**config.mk**
```make
export PLATFORM = sky130hd
export DESIGN_NAME = phy_interrupt_and_config_regs
export DESIGN_NICKNAME = d
export VERILOG_FILES = /design/src/design/phy_mgmt_pkg.sv /design/src/design/phy_interrupt_and_config_regs.sv
export VERILOG_INCLUDE_DIRS = /design/src /design/src/design
export SDC_FILE = /design/constraint.sdc
export NUM_CORES = 1
export LEC_CHECK = 0
export ABC_AREA = 1
export BUFFER_PORTS_ARGS = -buffer_cell sky130_fd_sc_hd__buf_2
export CORE_UTILIZATION = 67
export CTS_BUF_LIST = sky130_fd_sc_hd__clkbuf_4
export CTS_CLUSTER_DIAMETER = 50
export DETAILED_ROUTE_END_ITERATION = 8
export GPL_TIMING_DRIVEN = 0
export HOLD_SLACK_MARGIN = 0.08
export PLACE_DENSITY = 0.95
export SLEW_MARGIN = 20
export SYNTH_ARGS = -nofsm -noshare
export SYNTH_HDL_FRONTEND = slang
export SYNTH_SLANG_ARGS = --single-unit
```
**constraint.sdc**
```tcl
create_clock -name sys_clk -period 3.2 [get_ports sys_clk]
set_input_delay 0.64 -clock sys_clk [delete_from_list [all_inputs] [get_ports sys_clk]]
set_output_delay 0.64 -clock sys_clk [all_outputs]
set_load 0.1 [all_outputs]
```
**src/design/phy_mgmt_defs.svh**
```systemverilog
// Register offsets, field positions, reset values and timing counts
// Assumes inclusion by the management register block, checker, controller model and bench
`ifndef PHY_MGMT_DEFS_SVH
`define PHY_MGMT_DEFS_SVH

// ----------------------------------------------------------------------
// Standard register offsets
// ----------------------------------------------------------------------
`define REG_INT_ENABLE      5'h12
`define REG_INT_STATUS      5'h13
`define REG_SPEED_CFG       5'h14
`define REG_RX_ERR_COUNT    5'h15
`define REG_EXT_POINTER     5'h1E
`define REG_EXT_WINDOW      5'h1F

// ----------------------------------------------------------------------
// Extended register offsets
// ----------------------------------------------------------------------
`define EXT_TEN_MEG_POWER   16'h200A
`define EXT_COMBO           16'h4000
`define EXT_PAD             16'h4001
`define EXT_COMBO2          16'h4003

// ----------------------------------------------------------------------
// Reset values
// ----------------------------------------------------------------------
`define RST_INT_ENABLE      16'h0000
`define RST_SPEED_CFG       16'h082C
`define RST_EXT_POINTER     16'h0000
`define RST_TEN_MEG_POWER   16'hCA02
`define RST_COMBO           16'h0000
`define RST_PAD             16'h80EF
`define RST_COMBO2          16'h0260

// ----------------------------------------------------------------------
// Field positions and masks
// ----------------------------------------------------------------------
`define INT_IMPL_MASK       16'hFC63
`define INT_DOWNGRADE_BIT   5
`define INT_WAKE_BIT        6
`define SPD_WRITE_MASK      16'h0FFE
`define SPD_LATCH_BIT       11
`define SPD_DG_EN_BIT       5
`define SPD_ATT_MSB         4
`define SPD_ATT_LSB         2
`define SPD_BYPASS_BIT      1
`define SPD_ATT_EXTRA       4'h2
`define PWR_IDLE_OFF_BIT    10
`define COMBO_JUMBO_BIT     5
`define COMBO_CRSDV_BIT     4
`define COMBO_RMII_BIT      1
`define COMBO_CLKSEL_BIT    0
`define PAD_IRQ_SEL_BIT     15

// ----------------------------------------------------------------------
// Frame limits and timing
// ----------------------------------------------------------------------
`define FRAME_MAX_JUMBO     16'h4800
`define FRAME_MAX_NORMAL    16'h1200
`define RX_ERR_SAT          16'hFFFF
`define CLK_FREQ_HZ         40000000
`define STABLE_TIME_MS      2500

`endif

```
**src/design/phy_mgmt_pkg.sv**
```systemverilog
// Types shared by the management register block
// Assumes the defs header sits beside it
package phy_mgmt_pkg;

  // Downgrade link stability states
  typedef enum logic [1:0] {
    DG_WAIT,
    DG_CHECK,
    DG_UP
  } dg_state_t;

  // Extended register select code
  typedef enum logic [2:0] {
    EXT_SEL_NONE,
    EXT_SEL_POWER,
    EXT_SEL_COMBO,
    EXT_SEL_PAD,
    EXT_SEL_COMBO2
  } ext_sel_t;

  // All state of the register block
  typedef struct packed {
    logic [15:0] int_en;
    logic [15:0] int_stat;
    logic [15:0] spd_cfg;
    logic        dg_en_act;
    logic [3:0]  dg_lim_act;
    logic [15:0] rx_err_cnt;
    logic [15:0] ext_ptr;
    logic [15:0] ten_pwr;
    logic [15:0] combo;
    logic [15:0] pad;
    logic [15:0] combo2;
    logic        strap_done;
    logic        strap_irq_pin;
    logic [4:0]  rd_addr;
    logic [15:0] rdata;
    dg_state_t   dg_state;
    logic [31:0] stab_cnt;
    logic [3:0]  fail_cnt;
    logic        downgraded;
    logic        crs_dv;
    logic        dac_on;
  } mgmt_state_t;

endpackage

```
**src/design/phy_interrupt_and_config_regs.sv**
```systemverilog
// Management register block of a 10/100 transceiver: interrupts,
// speed downgrade, receive error count and extended register window.
// Assumes a management frame decoder that presents one-cycle read and
// write strobes with a 5-bit register address, all on sys_clk.
`include "phy_mgmt_defs.svh"

// Operation
// [RULE_01] Enable bit 15 gates the autonegotiation error interrupt.
// [RULE_02] Enable bit 14 gates speed change interrupt; resets to zero.
// [RULE_03] Enable bit 13 gates the duplex change interrupt.
// [RULE_04] Enable bit 12 gates the page received interrupt.
// [RULE_05] Enable bit 11 gates the link failure interrupt.
// [RULE_06] Enable bit 10 gates the link established interrupt.
// [RULE_07] Enable bit 6 gates the wake interrupt.
// [RULE_08] Enable bit 1 gates the polarity change interrupt.
// [RULE_09] Enable bit 0 gates the jabber interrupt.
// [RULE_10] Status bits stick on events and clear when the status register is read.
// [RULE_11] Status bit 5 reports a speed downgrade, enabled by bit 5.
// [RULE_12] With strap high, pad bit 15 picks general or wake interrupt on pin.
// [RULE_13] Speed config bit 11 latches read data during a management read.
// [RULE_14] Speed config bit 5 enables downgrade, applied at software reset.
// [RULE_15] Downgrade after field plus two failed attempts, applied at software reset.
// [RULE_16] Unless bypassed, a link lasting under 2.5 s counts as failure.
// [RULE_17] Receive error counter counts errors and saturates at all ones.
// [RULE_18] Extended registers reached by pointer at 0x1E and data at 0x1F.
// [RULE_19] With idle-off set, 10M transmit DAC turns off when nothing to send.
// [RULE_20] Combo bit 5 raises the receive frame limit to 18KB from 4.5KB.
// [RULE_21] Combo bit 4 picks receive valid or carrier-valid for the RMII pin.
// [RULE_22] Combo bits 1:0 select MII, reverse MII, RMII two or RMII one.
// [RULE_23] General interrupt is high while any enabled status bit is set.
module phy_interrupt_and_config_regs
  import phy_mgmt_pkg::*;
#(
  parameter int STABLE_CYCLES = `STABLE_TIME_MS * (`CLK_FREQ_HZ / 1000)
) (
  input  wire logic        sys_clk,
  input  wire logic        rst,
  input  wire logic        mgmt_rd,
  input  wire logic        mgmt_wr,
  input  wire logic [4:0]  mgmt_addr,
  input  wire logic [15:0] mgmt_wdata,
  output logic      [15:0] mgmt_rdata,
  input  wire logic        soft_reset,
  input  wire logic [15:0] event_pulse,
  input  wire logic        wake_irq_level,
  input  wire logic        strap_irq_pin,
  input  wire logic        strap_clk_input,
  input  wire logic        link_up,
  input  wire logic        autoneg_attempt_fail,
  input  wire logic        rx_error,
  input  wire logic        speed_10m,
  input  wire logic        tx_data_pending,
  input  wire logic        link_pulse_pending,
  input  wire logic        rx_dv_in,
  input  wire logic        crs_dv_in,
  output logic             general_irq,
  output logic             shared_irq_pin,
  output logic             downgrade_active,
  output logic             tx_dac_on,
  output logic [15:0]      max_rx_frame_bytes,
  output logic             rmii_crs_dv,
  output logic             reduced_interface_variant_one,
  output logic             reduced_interface_variant_two,
  output logic             reverse_media_interface,
  output logic             mac_clock_input,
  output logic             remote_loopback,
  output logic             wake_enable
);

  // ----------------------------------------------------------------------
  // Extended address decode
  // ----------------------------------------------------------------------
  function automatic ext_sel_t ext_decode(input logic [15:0] ptr);
    case (ptr)
      `EXT_TEN_MEG_POWER: ext_decode = EXT_SEL_POWER;
      `EXT_COMBO:         ext_decode = EXT_SEL_COMBO;
      `EXT_PAD:           ext_decode = EXT_SEL_PAD;
      `EXT_COMBO2:        ext_decode = EXT_SEL_COMBO2;
      default:            ext_decode = EXT_SEL_NONE;
    endcase
  endfunction

  // ----------------------------------------------------------------------
  // State
  // ----------------------------------------------------------------------
  mgmt_state_t st_r;
  mgmt_state_t st_nxt;
  ext_sel_t    ext_sel;
  logic [15:0] ext_rd_val;
  logic [15:0] live_val;
  logic [15:0] stat_set;
  logic [15:0] stat_clr;
  logic        dg_fail;
  logic        dg_pulse;
  logic [3:0]  fail_inc;
  logic        stable_done;

  // Extended window read mux
  always_comb begin
    ext_sel = ext_decode(st_r.ext_ptr); // RULE_18
    case (ext_sel)
      EXT_SEL_POWER:  ext_rd_val = st_r.ten_pwr;
      EXT_SEL_COMBO:  ext_rd_val = st_r.combo;
      EXT_SEL_PAD:    ext_rd_val = st_r.pad;
      EXT_SEL_COMBO2: ext_rd_val = st_r.combo2;
      default:        ext_rd_val = 16'h0000;
    endcase
  end

  // Standard register read mux on the strobed address during a read, else the held read address
  always_comb begin
    case (mgmt_rd ? mgmt_addr : st_r.rd_addr)
      `REG_INT_ENABLE:   live_val = st_r.int_en;
      `REG_INT_STATUS:   live_val = st_r.int_stat;
      `REG_SPEED_CFG:    live_val = st_r.spd_cfg;
      `REG_RX_ERR_COUNT: live_val = st_r.rx_err_cnt;
      `REG_EXT_POINTER:  live_val = st_r.ext_ptr;
      `REG_EXT_WINDOW:   live_val = ext_rd_val; // RULE_18
      default:           live_val = 16'h0000;
    endcase
  end

  // Stability timer expiry
  assign stable_done = (st_r.stab_cnt >= 32'(STABLE_CYCLES - 1));
  assign fail_inc    = st_r.fail_cnt + 4'h1;

  // ----------------------------------------------------------------------
  // Next-state logic
  // ----------------------------------------------------------------------
  always_comb begin
    st_nxt   = st_r;
    dg_fail  = 1'b0;
    dg_pulse = 1'b0;

    // Strap capture once after reset release
    if (!st_r.strap_done) begin
      st_nxt.strap_done    = 1'b1;
      st_nxt.strap_irq_pin = strap_irq_pin;
      st_nxt.combo[`COMBO_CLKSEL_BIT] = strap_clk_input; // RULE_22
    end

    // Register writes
    if (mgmt_wr) begin
      case (mgmt_addr)
        `REG_INT_ENABLE:  st_nxt.int_en  = mgmt_wdata; // RULE_01 RULE_02 RULE_03
        `REG_SPEED_CFG:   st_nxt.spd_cfg = (st_r.spd_cfg & ~`SPD_WRITE_MASK)
                                         | (mgmt_wdata & `SPD_WRITE_MASK);
        `REG_EXT_POINTER: st_nxt.ext_ptr = mgmt_wdata; // RULE_18
        `REG_EXT_WINDOW: begin
          case (ext_sel) // RULE_18
            EXT_SEL_POWER:  st_nxt.ten_pwr = mgmt_wdata;
            EXT_SEL_COMBO:  st_nxt.combo   = mgmt_wdata;
            EXT_SEL_PAD:    st_nxt.pad     = mgmt_wdata;
            EXT_SEL_COMBO2: st_nxt.combo2  = mgmt_wdata;
            default:        st_nxt.ten_pwr = st_r.ten_pwr;
          endcase
        end
        default: st_nxt.int_en = st_r.int_en;
      endcase
    end

    // Software reset applies pending downgrade settings
    if (soft_reset) begin
      st_nxt.dg_en_act  = st_r.spd_cfg[`SPD_DG_EN_BIT]; // RULE_14
      st_nxt.dg_lim_act = {1'b0, st_r.spd_cfg[`SPD_ATT_MSB:`SPD_ATT_LSB]}
                        + `SPD_ATT_EXTRA; // RULE_15
      st_nxt.dg_state   = DG_WAIT;
      st_nxt.fail_cnt   = 4'h0;
      st_nxt.stab_cnt   = 32'h0000_0000;
      st_nxt.downgraded = 1'b0;
    end else begin
      // Link stability and retry tracking
      case (st_r.dg_state)
        DG_WAIT: begin
          st_nxt.stab_cnt = 32'h0000_0000;
          if (link_up) begin
            if (st_r.spd_cfg[`SPD_BYPASS_BIT]) begin // RULE_16
              st_nxt.dg_state = DG_UP;
              st_nxt.fail_cnt = 4'h0;
            end else begin
              st_nxt.dg_state = DG_CHECK;
            end
          end else if (autoneg_attempt_fail) begin
            dg_fail = 1'b1;
          end
        end
        DG_CHECK: begin
          if (!link_up) begin
            dg_fail         = 1'b1; // RULE_16
            st_nxt.dg_state = DG_WAIT;
          end else if (stable_done) begin
            st_nxt.dg_state = DG_UP;
            st_nxt.fail_cnt = 4'h0;
          end else begin
            st_nxt.stab_cnt = st_r.stab_cnt + 32'h0000_0001;
          end
        end
        DG_UP: begin
          if (!link_up) begin
            st_nxt.dg_state = DG_WAIT;
          end
        end
        default: st_nxt.dg_state = DG_WAIT;
      endcase

      // Retry counter and downgrade decision
      if (dg_fail) begin
        if (st_r.dg_en_act && (fail_inc >= st_r.dg_lim_act)) begin // RULE_15
          dg_pulse          = 1'b1; // RULE_14
          st_nxt.downgraded = 1'b1;
          st_nxt.fail_cnt   = 4'h0;
        end else if (fail_inc != 4'h0) begin
          st_nxt.fail_cnt = fail_inc;
        end
      end
    end

    // Sticky status: set wins over clear on read
    stat_set = event_pulse & `INT_IMPL_MASK; // RULE_10
    stat_set[`INT_DOWNGRADE_BIT] = dg_pulse; // RULE_11
    stat_clr = (mgmt_rd && (mgmt_addr == `REG_INT_STATUS)) ? 16'hFFFF : 16'h0000;
    st_nxt.int_stat = (st_r.int_stat & ~stat_clr) | stat_set; // RULE_10

    // Saturating receive error count
    if (rx_error && (st_r.rx_err_cnt != `RX_ERR_SAT)) begin
      st_nxt.rx_err_cnt = st_r.rx_err_cnt + 16'h0001; // RULE_17
    end

    // Read data: latched at the read or following the held address
    if (mgmt_rd) begin
      st_nxt.rd_addr = mgmt_addr;
      st_nxt.rdata   = live_val; // RULE_13
    end else if (!st_r.spd_cfg[`SPD_LATCH_BIT]) begin
      st_nxt.rdata = live_val; // RULE_13
    end

    // RMII carrier/valid pin source
    st_nxt.crs_dv = st_r.combo[`COMBO_CRSDV_BIT] ? rx_dv_in : crs_dv_in; // RULE_21

    // 10M transmit DAC idle shutoff
    st_nxt.dac_on = !(speed_10m && st_r.ten_pwr[`PWR_IDLE_OFF_BIT]
                      && !tx_data_pending && !link_pulse_pending); // RULE_19
  end

  // ----------------------------------------------------------------------
  // State register
  // ----------------------------------------------------------------------
  always_ff @(posedge sys_clk) begin
    if (rst) begin
      st_r.int_en        <= `RST_INT_ENABLE; // RULE_02
      st_r.int_stat      <= 16'h0000;
      st_r.spd_cfg       <= `RST_SPEED_CFG;
      st_r.dg_en_act     <= 1'b1;
      st_r.dg_lim_act    <= 4'h5;
      st_r.rx_err_cnt    <= 16'h0000;
      st_r.ext_ptr       <= `RST_EXT_POINTER;
      st_r.ten_pwr       <= `RST_TEN_MEG_POWER;
      st_r.combo         <= `RST_COMBO;
      st_r.pad           <= `RST_PAD;
      st_r.combo2        <= `RST_COMBO2;
      st_r.strap_done    <= 1'b0;
      st_r.strap_irq_pin <= 1'b0;
      st_r.rd_addr       <= 5'h00;
      st_r.rdata         <= 16'h0000;
      st_r.dg_state      <= DG_WAIT;
      st_r.stab_cnt      <= 32'h0000_0000;
      st_r.fail_cnt      <= 4'h0;
      st_r.downgraded    <= 1'b0;
      st_r.crs_dv        <= 1'b0;
      st_r.dac_on        <= 1'b1;
    end else begin
      st_r <= st_nxt;
    end
  end

  // ----------------------------------------------------------------------
  // Outputs
  // ----------------------------------------------------------------------
  // Interrupt combining and shared pin selection
  assign general_irq    = |(st_r.int_stat & st_r.int_en); // RULE_01 RULE_04 RULE_05 RULE_23
  assign shared_irq_pin = (st_r.strap_irq_pin && !st_r.pad[`PAD_IRQ_SEL_BIT])
                        ? (wake_irq_level && st_r.int_en[`INT_WAKE_BIT]) // RULE_07 RULE_12
                        : general_irq; // RULE_06 RULE_08 RULE_09

  // Mode and data outputs from registers
  assign mgmt_rdata         = st_r.rdata;
  assign downgrade_active   = st_r.downgraded;
  assign tx_dac_on          = st_r.dac_on;
  assign rmii_crs_dv        = st_r.crs_dv;
  assign max_rx_frame_bytes = st_r.combo[`COMBO_JUMBO_BIT]
                            ? `FRAME_MAX_JUMBO : `FRAME_MAX_NORMAL; // RULE_20
  assign reduced_interface_variant_one = st_r.combo[`COMBO_RMII_BIT]
                                       && st_r.combo[`COMBO_CLKSEL_BIT]; // RULE_22
  assign reduced_interface_variant_two = st_r.combo[`COMBO_RMII_BIT]
                                       && !st_r.combo[`COMBO_CLKSEL_BIT];
  assign reverse_media_interface = !st_r.combo[`COMBO_RMII_BIT]
                                 && st_r.combo[`COMBO_CLKSEL_BIT];
  assign mac_clock_input  = st_r.combo[`COMBO_CLKSEL_BIT];
  assign remote_loopback  = st_r.combo[11];
  assign wake_enable      = st_r.combo[2];

endmodule // phy_interrupt_and_config_regs

```
==> impl_results.md, run 1 <==
- Mean number of vias per cell: 6.00
- Post-synthesis cell type count: 45
- Post-route clock period utilization: 84.3%
- 1st-iter DRT viols: 1736
- CTS Hold Buffers Added: 0
- Clk buf depth: 3
- Clock sinks: 208
- Yosys reg bits: 208
- Clock Skew: 0.0336 ns
- RSZ-0062 raised after global routing: no
- Initial antenna violation count: 1
- Seq pwr share: 50.4%
- Finished Cell Area: 11600 um^2
- Top_reg_cell synth: dfxtp_1
- 1st-pass router iterations: 7
- Worst Path Max Fanout: 3
- Setup-failing EPs final: 0
- Clk_lat worst skew: 0.68 ns
- TNS Setup: 0 ns
- Minimum clock period: 2.70 ns
- Cell Area, Placed: 11000 um^2
- Avg Inst Size Synth: 6.94 um^2
- Layout cells sized above 1: 16.1%
- Yosys warnings: 0
- Max Cap Viol: 0
- CTS tree: done
- CTS Buf Count: 52
- Worst vdd ir: 0.000295 V
- Pin count of the biggest net entering global routing: 13
- Final ANT Viol Nets: 0
- Critical path class: reg -> out
- Final hold slack: 0.192 ns
- Gate Count Post-Synth: 1498
- Crit path cell chain: nand2_1, o21ai_0, a221oi_1, nand4_1, nand2_1, o21ai_1, buf_2
- Die H: 127 um
- Via total after detailed routing: 11122
- Postcts setup bufs: 0
- Hold Path Cell Cnt: 2
- Seq/Total Area, Yosys: 40.1%
- Routed WL: 32600 um
- DRC: 0
- FFs w/ async S/R, synth: 0%
- Die Area: 16000 um^2
- Slew margin rel.: 40.8%
- GRT Util Overall: 41.5%
- PwrDens: 451 nW/um^2
- Total congestion overflow: 0
- CTS resizes: 0
- Status: completed
- IO Pins: 96
- Vias in the first global route: 10015
- Fill cell count: 1211
- Synthesized area: 10400 um^2
- Worst r2r path cells: 11
- Initial core utilization: 68.6%
- Num rows: 45
- Max frequency: 371 MHz
- Htree depth: 2
- Avg WL per Cell: 17.6 um
- Net Switching: 0.00144 W
- Critical Path Start Type: flip-flop
- Count of final hold-check violations: 0
- CP max stage delay: 0.35 ns
- Layout net count: 1698
- Sw Share: 27.5%
- Multi-input gate area: 5080 um^2
- Root Driver: clkbuf_4
- Hold Crit Class: in -> reg
- Post-synth EDFFs: 0
- Post-detail-place hpwl: 24200 um
- Crit path arrival time: 2.06 ns
- Wire length of the first global-routing pass: 51600 um
- Final max-slew violation count: 0
- Critical path's slowest cell: dfxtp_1
- Worst Setup End Kind: primary output
- Syn-to-layout area delta: 12.1%
- Comb power frac: 8.8%
- Placer Congestion: 0.988
- Clock power share: 40.8%
- CP required: 2.56 ns
- Clock Pin Slew Worst Setup and Hold Paths: 0.06 ns
- CP most frequent cell: nand2_1
- Total core area: 15100 um^2
- Die width: 127 um
- PortBufs: 74
- Int Pwr: 0.00381 W
- Leakage: 5.08 nW
- Reg area: 4160 um^2
- Worst-Margin Slew: 0.887 ns
[power by group through the flow]
stage	Combinational (W)	Clock, W	Sequential, W
after global placement	0.000438	0	0.00270
after detailed placement	0.000445	0	0.00271
after global routing	0.000490	0.00227	0.00265
after floorplan	0.000302	0	0.00271
final	0.000461	0.00214	0.00265
after CTS	0.000447	0.00214	0.00265
[final cells by class]
type,count,share of cell area [%]
multi-input combinational,1039,43.6
sequential,208,35.8
inverter,166,5.37
clock buffer,77,4.96
buffer,96,4.89
timing repair buffer,74,3.18
tap,188,2.02
clock inverter,6,0.226
antenna,1,0.0215
[routing by layer]
metal  global-route usage, %  share of wire [%]
met1                    54.6                 39
met2                    62.8                 43
met3                    11.6                 13
met4                    20.6                4.4
met5                       0                  0
[sequential cells by signal (all words and copies together) (netlist names)]
register / flops
rmii_crs_dv: 1
mac_clock_input: 1
wake_enable: 1
mgmt_rdata: 16
remote_loopback: 1
downgrade_active: 1
st_r: 186
tx_dac_on: 1
[cell usage after synthesis, types with 2 or more instances]
| cell | count | area share (%) |
|---|---|---|
| buf_2 | 20 | 0.96 |
| inv_1 | 148 | 5.3 |
| o21a_1 | 22 | 1.6 |
| xor2_1 | 5 | 0.42 |
| buf_4 | 39 | 2.8 |
| nor3_1 | 21 | 1.0 |
| o211ai_2 | 4 | 0.48 |
| nor2_2 | 10 | 0.60 |
| a31oi_1 | 5 | 0.30 |
| a221oi_1 | 4 | 0.34 |
| a211oi_1 | 12 | 0.87 |
| nor2_1 | 140 | 5.1 |
| nor3_2 | 6 | 0.58 |
| ha_1 | 8 | 0.96 |
| nand2_1 | 312 | 11 |
| buf_1 | 2 | 0.072 |
| o21ai_0 | 87 | 4.2 |
| o21ai_4 | 2 | 0.31 |
| and2_1 | 2 | 0.12 |
| nand3_1 | 166 | 8.0 |
| clkinv_1 | 6 | 0.22 |
| o211ai_1 | 15 | 1.1 |
| nor4_1 | 6 | 0.36 |
| clkbuf_1 | 30 | 1.1 |
| a21oi_1 | 141 | 6.8 |
| nor3b_1 | 3 | 0.22 |
| nand4_1 | 24 | 1.4 |
| inv_2 | 11 | 0.40 |
| buf_6 | 5 | 0.54 |
| dfxtp_1 | 208 | 40 |
| and3_1 | 2 | 0.12 |
| nor2_4 | 5 | 0.54 |
| nand3_2 | 2 | 0.19 |
| nand2_2 | 6 | 0.36 |
| o21ai_1 | 9 | 0.43 |
[kinds of logic (layout without fill, tap and decap cells)]
kind of cell	Yosys count	count (layout)	share of synthesized area (%)
AO/OA/AOI/OAI	306	306	16.8
XOR/XNOR	5	5	0.421
adder cells (fa/ha/maj)	8	8	0.963
buffers and inverters	262	419	11.5
flip-flops	208	208	40.1
other	1	13	0.0361
AND/OR/NAND/NOR	708	708	30.3
[through the flow]
stage | cells | setup slack (ns) | util [%] | power [W]
finish | 1855 | 0.502 | 76.9 | 0.00525
global route | 1855 | 0.255 | 76.9 | 0.00541
floorplan | 1509 | 0.0797 | - | 0.00301
global placement | 1771 | 0.543 | 72.9 | 0.00314
CTS | 1854 | 0.469 | 76.9 | 0.00524
detailed placement | 1771 | 0.473 | 72.9 | 0.00315
[worst max-delay path, delay by kind of cell, from the launching register on]
family,cells,cell delay (ns)
AO/OA/AOI/OAI,3,0.38
AND/OR/NAND/NOR,3,0.37
flip-flops,1,0.35
buffers and inverters,1,0.29
[path summary, 6_finish.rpt]
kind,end,slack [ns],from
max reg2reg,mgmt_rdata[2],0.95,st_r[139]
max,shared_irq_pin,0.50,st_r[207]
min,tx_dac_on,0.19,speed_10m
min reg2reg,tx_dac_on,0.44,st_r[122]
[cell usage in the layout (no fill, tap or decap), types with 39 or more instances in the layout]
cell type    n
nand3_1    166
clkbuf_4    77
buf_2       94
inv_1      148
o21ai_0     86
nand2_1    312
nor2_1     140
buf_4       39
a21oi_1    141
dfxtp_1    208
(Power assumes the default switching activity.)
==> run 2, diff against run 1 <==
--- a/config.mk
+++ b/config.mk
@@ -8,13 +8,13 @@
 export LEC_CHECK = 0
 export ABC_AREA = 1
 export BUFFER_PORTS_ARGS = -buffer_cell sky130_fd_sc_hd__buf_2
-export CORE_UTILIZATION = 67
+export CORE_UTILIZATION = 62
 export CTS_BUF_LIST = sky130_fd_sc_hd__clkbuf_4
 export CTS_CLUSTER_DIAMETER = 50
 export DETAILED_ROUTE_END_ITERATION = 8
 export GPL_TIMING_DRIVEN = 0
 export HOLD_SLACK_MARGIN = 0.08
-export PLACE_DENSITY = 0.95
+export PLACE_DENSITY = 0.91
 export SLEW_MARGIN = 20
 export SYNTH_ARGS = -nofsm -noshare
 export SYNTH_HDL_FRONTEND = slang
==> constraint.sdc (replaced) <==
create_clock -name sys_clk -period 2.55 [get_ports sys_clk]
set_input_delay 0.51 -clock sys_clk [delete_from_list [all_inputs] [get_ports sys_clk]]
set_output_delay 0.51 -clock sys_clk [all_outputs]
set_load 0.1 [all_outputs]
==> run 2 against run 1 <==
Utilization fell by 3.4 points. Critical path type unchanged. Routed wire length fell by 0.95%. Sequential power rose by 25%. Largest cell class unchanged. Via count fell by 0.48%. Combinational power rose by 30%. Highest routed layer unchanged. Clock skew rose by 0.0069 ns. Critical path depth did not move.
==> impl_results.md, run 2 (synthesis results as in run 1) <==
- Worst Path Max Fanout: 3 (unchanged)
- Worst vdd ir: 0.000325 V (was 0.000295 V)
- GRT Util Overall: 37.0% (was 41.5%)
- Placer Congestion: 0.977 (was 0.988)
- 1st-pass router iterations: 8 (was 7)
- Layout net count: 1709 (was 1698)
- Routed WL: 32300 um (was 32600 um)
- Initial antenna violation count: 0 (was 1)
- Initial core utilization: 64.5% (was 68.6%)
- Root Driver: clkbuf_4 (unchanged)
- Htree depth: 2 (unchanged)
- 1st-iter DRT viols: 1223 (was 1736)
- CTS Buf Count: 53 (was 52)
- Num rows: 46 (was 45)
- Crit-path leading delay family: simple AND/OR/NAND/NOR gates (was compound AO/OA/AOI/OAI gates)
- DRC: 0 (unchanged)
- Post-route clock period utilization: 97.8%
- CP most frequent cell: nand2_1 (unchanged)
- Fill cell count: 1324 (was 1211)
- Syn-to-layout area delta: 13.9% (was 12.1%)
- Count of final hold-check violations: 0 (unchanged)
- Clock Skew: 0.0404 ns (was 0.0336 ns)
- Pin count of the biggest net entering global routing: 14 (was 13)
- Minimum clock period: 2.49 ns
- Postcts setup bufs: 0 (unchanged)
- Critical Path Start Type: flip-flop (unchanged)
- PwrDens: 561 nW/um^2 (was 451 nW/um^2)
- Leakage: 5.14 nW (was 5.08 nW)
- Vias in the first global route: 10103 (was 10015)
- Mean number of vias per cell: 5.82 (was 6.00)
- Crit path cell chain: nand2_1, o21ai_0, a221oi_1, nand4_1, nand2_1, o21ai_2, buf_12 (was nand2_1, o21ai_0, a221oi_1, nand4_1, nand2_1, o21ai_1, buf_2)
- Layout cells sized above 1: 16.1% (about the same)
- Setup-failing EPs final: 0 (unchanged)
- Status: completed (unchanged)
- Most flops, register: st_r (unchanged)
- Hold Crit Class: in -> reg (unchanged)
- Wire length of the first global-routing pass: 51000 um (was 51600 um)
- RSZ-0062 raised after global routing: no (unchanged)
- IO Pins: 96 (unchanged)
- Diode count: 0 (was 1)
- Critical path class: reg -> out (unchanged)
- Clk buf depth: 3 (unchanged)
- Most frequent cells in the layout: nand2_1 (312), dfxtp_1 (207), nand3_1 (166), inv_1 (148), a21oi_1 (141) (was nand2_1 (312), dfxtp_1 (208), nand3_1 (166), inv_1 (148), a21oi_1 (141))
- Die Area: 17300 um^2 (was 16000 um^2)
- Total core area: 16100 um^2 (was 15100 um^2)
- Most common cell after layout, fill and taps aside: nand2_1 (unchanged)
- Max Cap Viol: 0 (unchanged)
- Max frequency: 401 MHz
- Worst-Margin Slew: 0.846 ns (was 0.887 ns)
- Total congestion overflow: 0 (unchanged)
- Post-detail-place hpwl: 23800 um (was 24200 um)
- Slew margin rel.: 43.6% (was 40.8%)
- Via total after detailed routing: 11069 (was 11122)
- Clock Pin Slew Worst Setup and Hold Paths: 0.06 ns (about the same)
- Avg WL per Cell: 17.0 um (was 17.6 um)
- Critical path's slowest cell: dfxtp_1 (unchanged)
- Clock sinks: 208 (unchanged)
- Final ANT Viol Nets: 0 (unchanged)
- Final max-slew violation count: 0 (unchanged)
- PortBufs: 74 (unchanged)
- Util after Layout: 73.5% (was 76.9%)
- Clk_lat worst skew: 0.69 ns (was 0.68 ns)
- TNS Setup: 0 ns (unchanged)
- CP required: 2.04 ns (was 2.56 ns)
- Tot Pwr: 0.00665 W (was 0.00525 W)
- Die H: 131 um (was 127 um)
- Worst Setup End Kind: primary output (unchanged)
- Max FFs per register: 186 (unchanged)
- CTS tree: done (unchanged)
- Buf/Inv on CP: 1 (unchanged)
- Crit path arrival time: 1.98 ns (was 2.06 ns)
- CP max stage delay: 0.34 ns (was 0.35 ns)
- Die width: 131 um (was 127 um)
==> run 2: changes by cell type in the layout (fill, tap and decap cells not counted), sizes merged <==
| cell | before | now |
|---|---|---|
| clkinv | 12 | 23 |
| dlygate4sd3 | 0 | 10 |
| clkbuf | 107 | 104 |
| inv | 160 | 162 |
| diode | 1 | 0 |
==> run 2: cell type report <==
type / instances / area [um^2] / area share (%)
Sequential cell: 208 / 4170 / 35.2
Inverter: 166 / 626 / 5.28
Clock buffer: 74 / 556 / 4.69
Timing Repair Buffer: 84 / 485 / 4.10
Tap cell: 216 / 270 / 2.28
Multi-Input combinational cell: 1039 / 5090 / 43.0
Buffer: 96 / 569 / 4.81
Clock inverter: 19 / 75.1 / 0.634
==> run 2: final timing paths <==
kind	from	endpoint	slack, ns	cells after the start
worst max-delay path	st_r[191]	shared_irq_pin	0.06	7
worst min-delay path	event_pulse[11]	st_r[192]	0.10	3
worst max register to register	st_r[134]	mgmt_rdata[14]	0.30	11
worst min register to register	st_r[77]	st_r[77]	0.45	2
==> run 2: power by group <==
part	switching [W]	leakage [nW]	total, W	internal [W]
clock network	0.00139	0.383	0.00273	0.00134
logic	0.000450	3.07	0.000597	0.000146
registers	0.0000360	1.68	0.00332	0.00329
total	0.00188	5.14	0.00665	0.00477
==> run 2: metrics by stage <==
step                worst slack (ns)  cell area (um^2)  instances  hold WS, ns
global placement             0.00537             11100       1799        0.414
finish                        0.0567             11800       1902        0.104
floorplan                     -0.216             10400       1509        0.394
global route                 0.00101             11800       1902        0.101
CTS                           0.0247             11800       1902       0.0824
detailed placement           -0.0682             11100       1799        0.422
==> run 2: worst min-delay path, stage by stage <==
cell,delay (ns)
buf_2,0.09
a21oi_1,0.04
nor2_1,0.08
==> run 2: timing repair <==
item | in CTS | in global routing
pin swaps | 1 | 2
resized for setup | 3 | 5
endpoints found under the setup margin | 1 | 2
hold buffers | 10 | 0
endpoints found under the hold margin | 9 | 0
==> run 2: layer usage <==
layer  GRT usage, %  wire, um  vias up
met2           56.3     14000      675
met1           49.8     12900     5033
met3           8.49      4270      105
met4           16.7      1190        0
li1               -         -     5256
met5              0         0        -
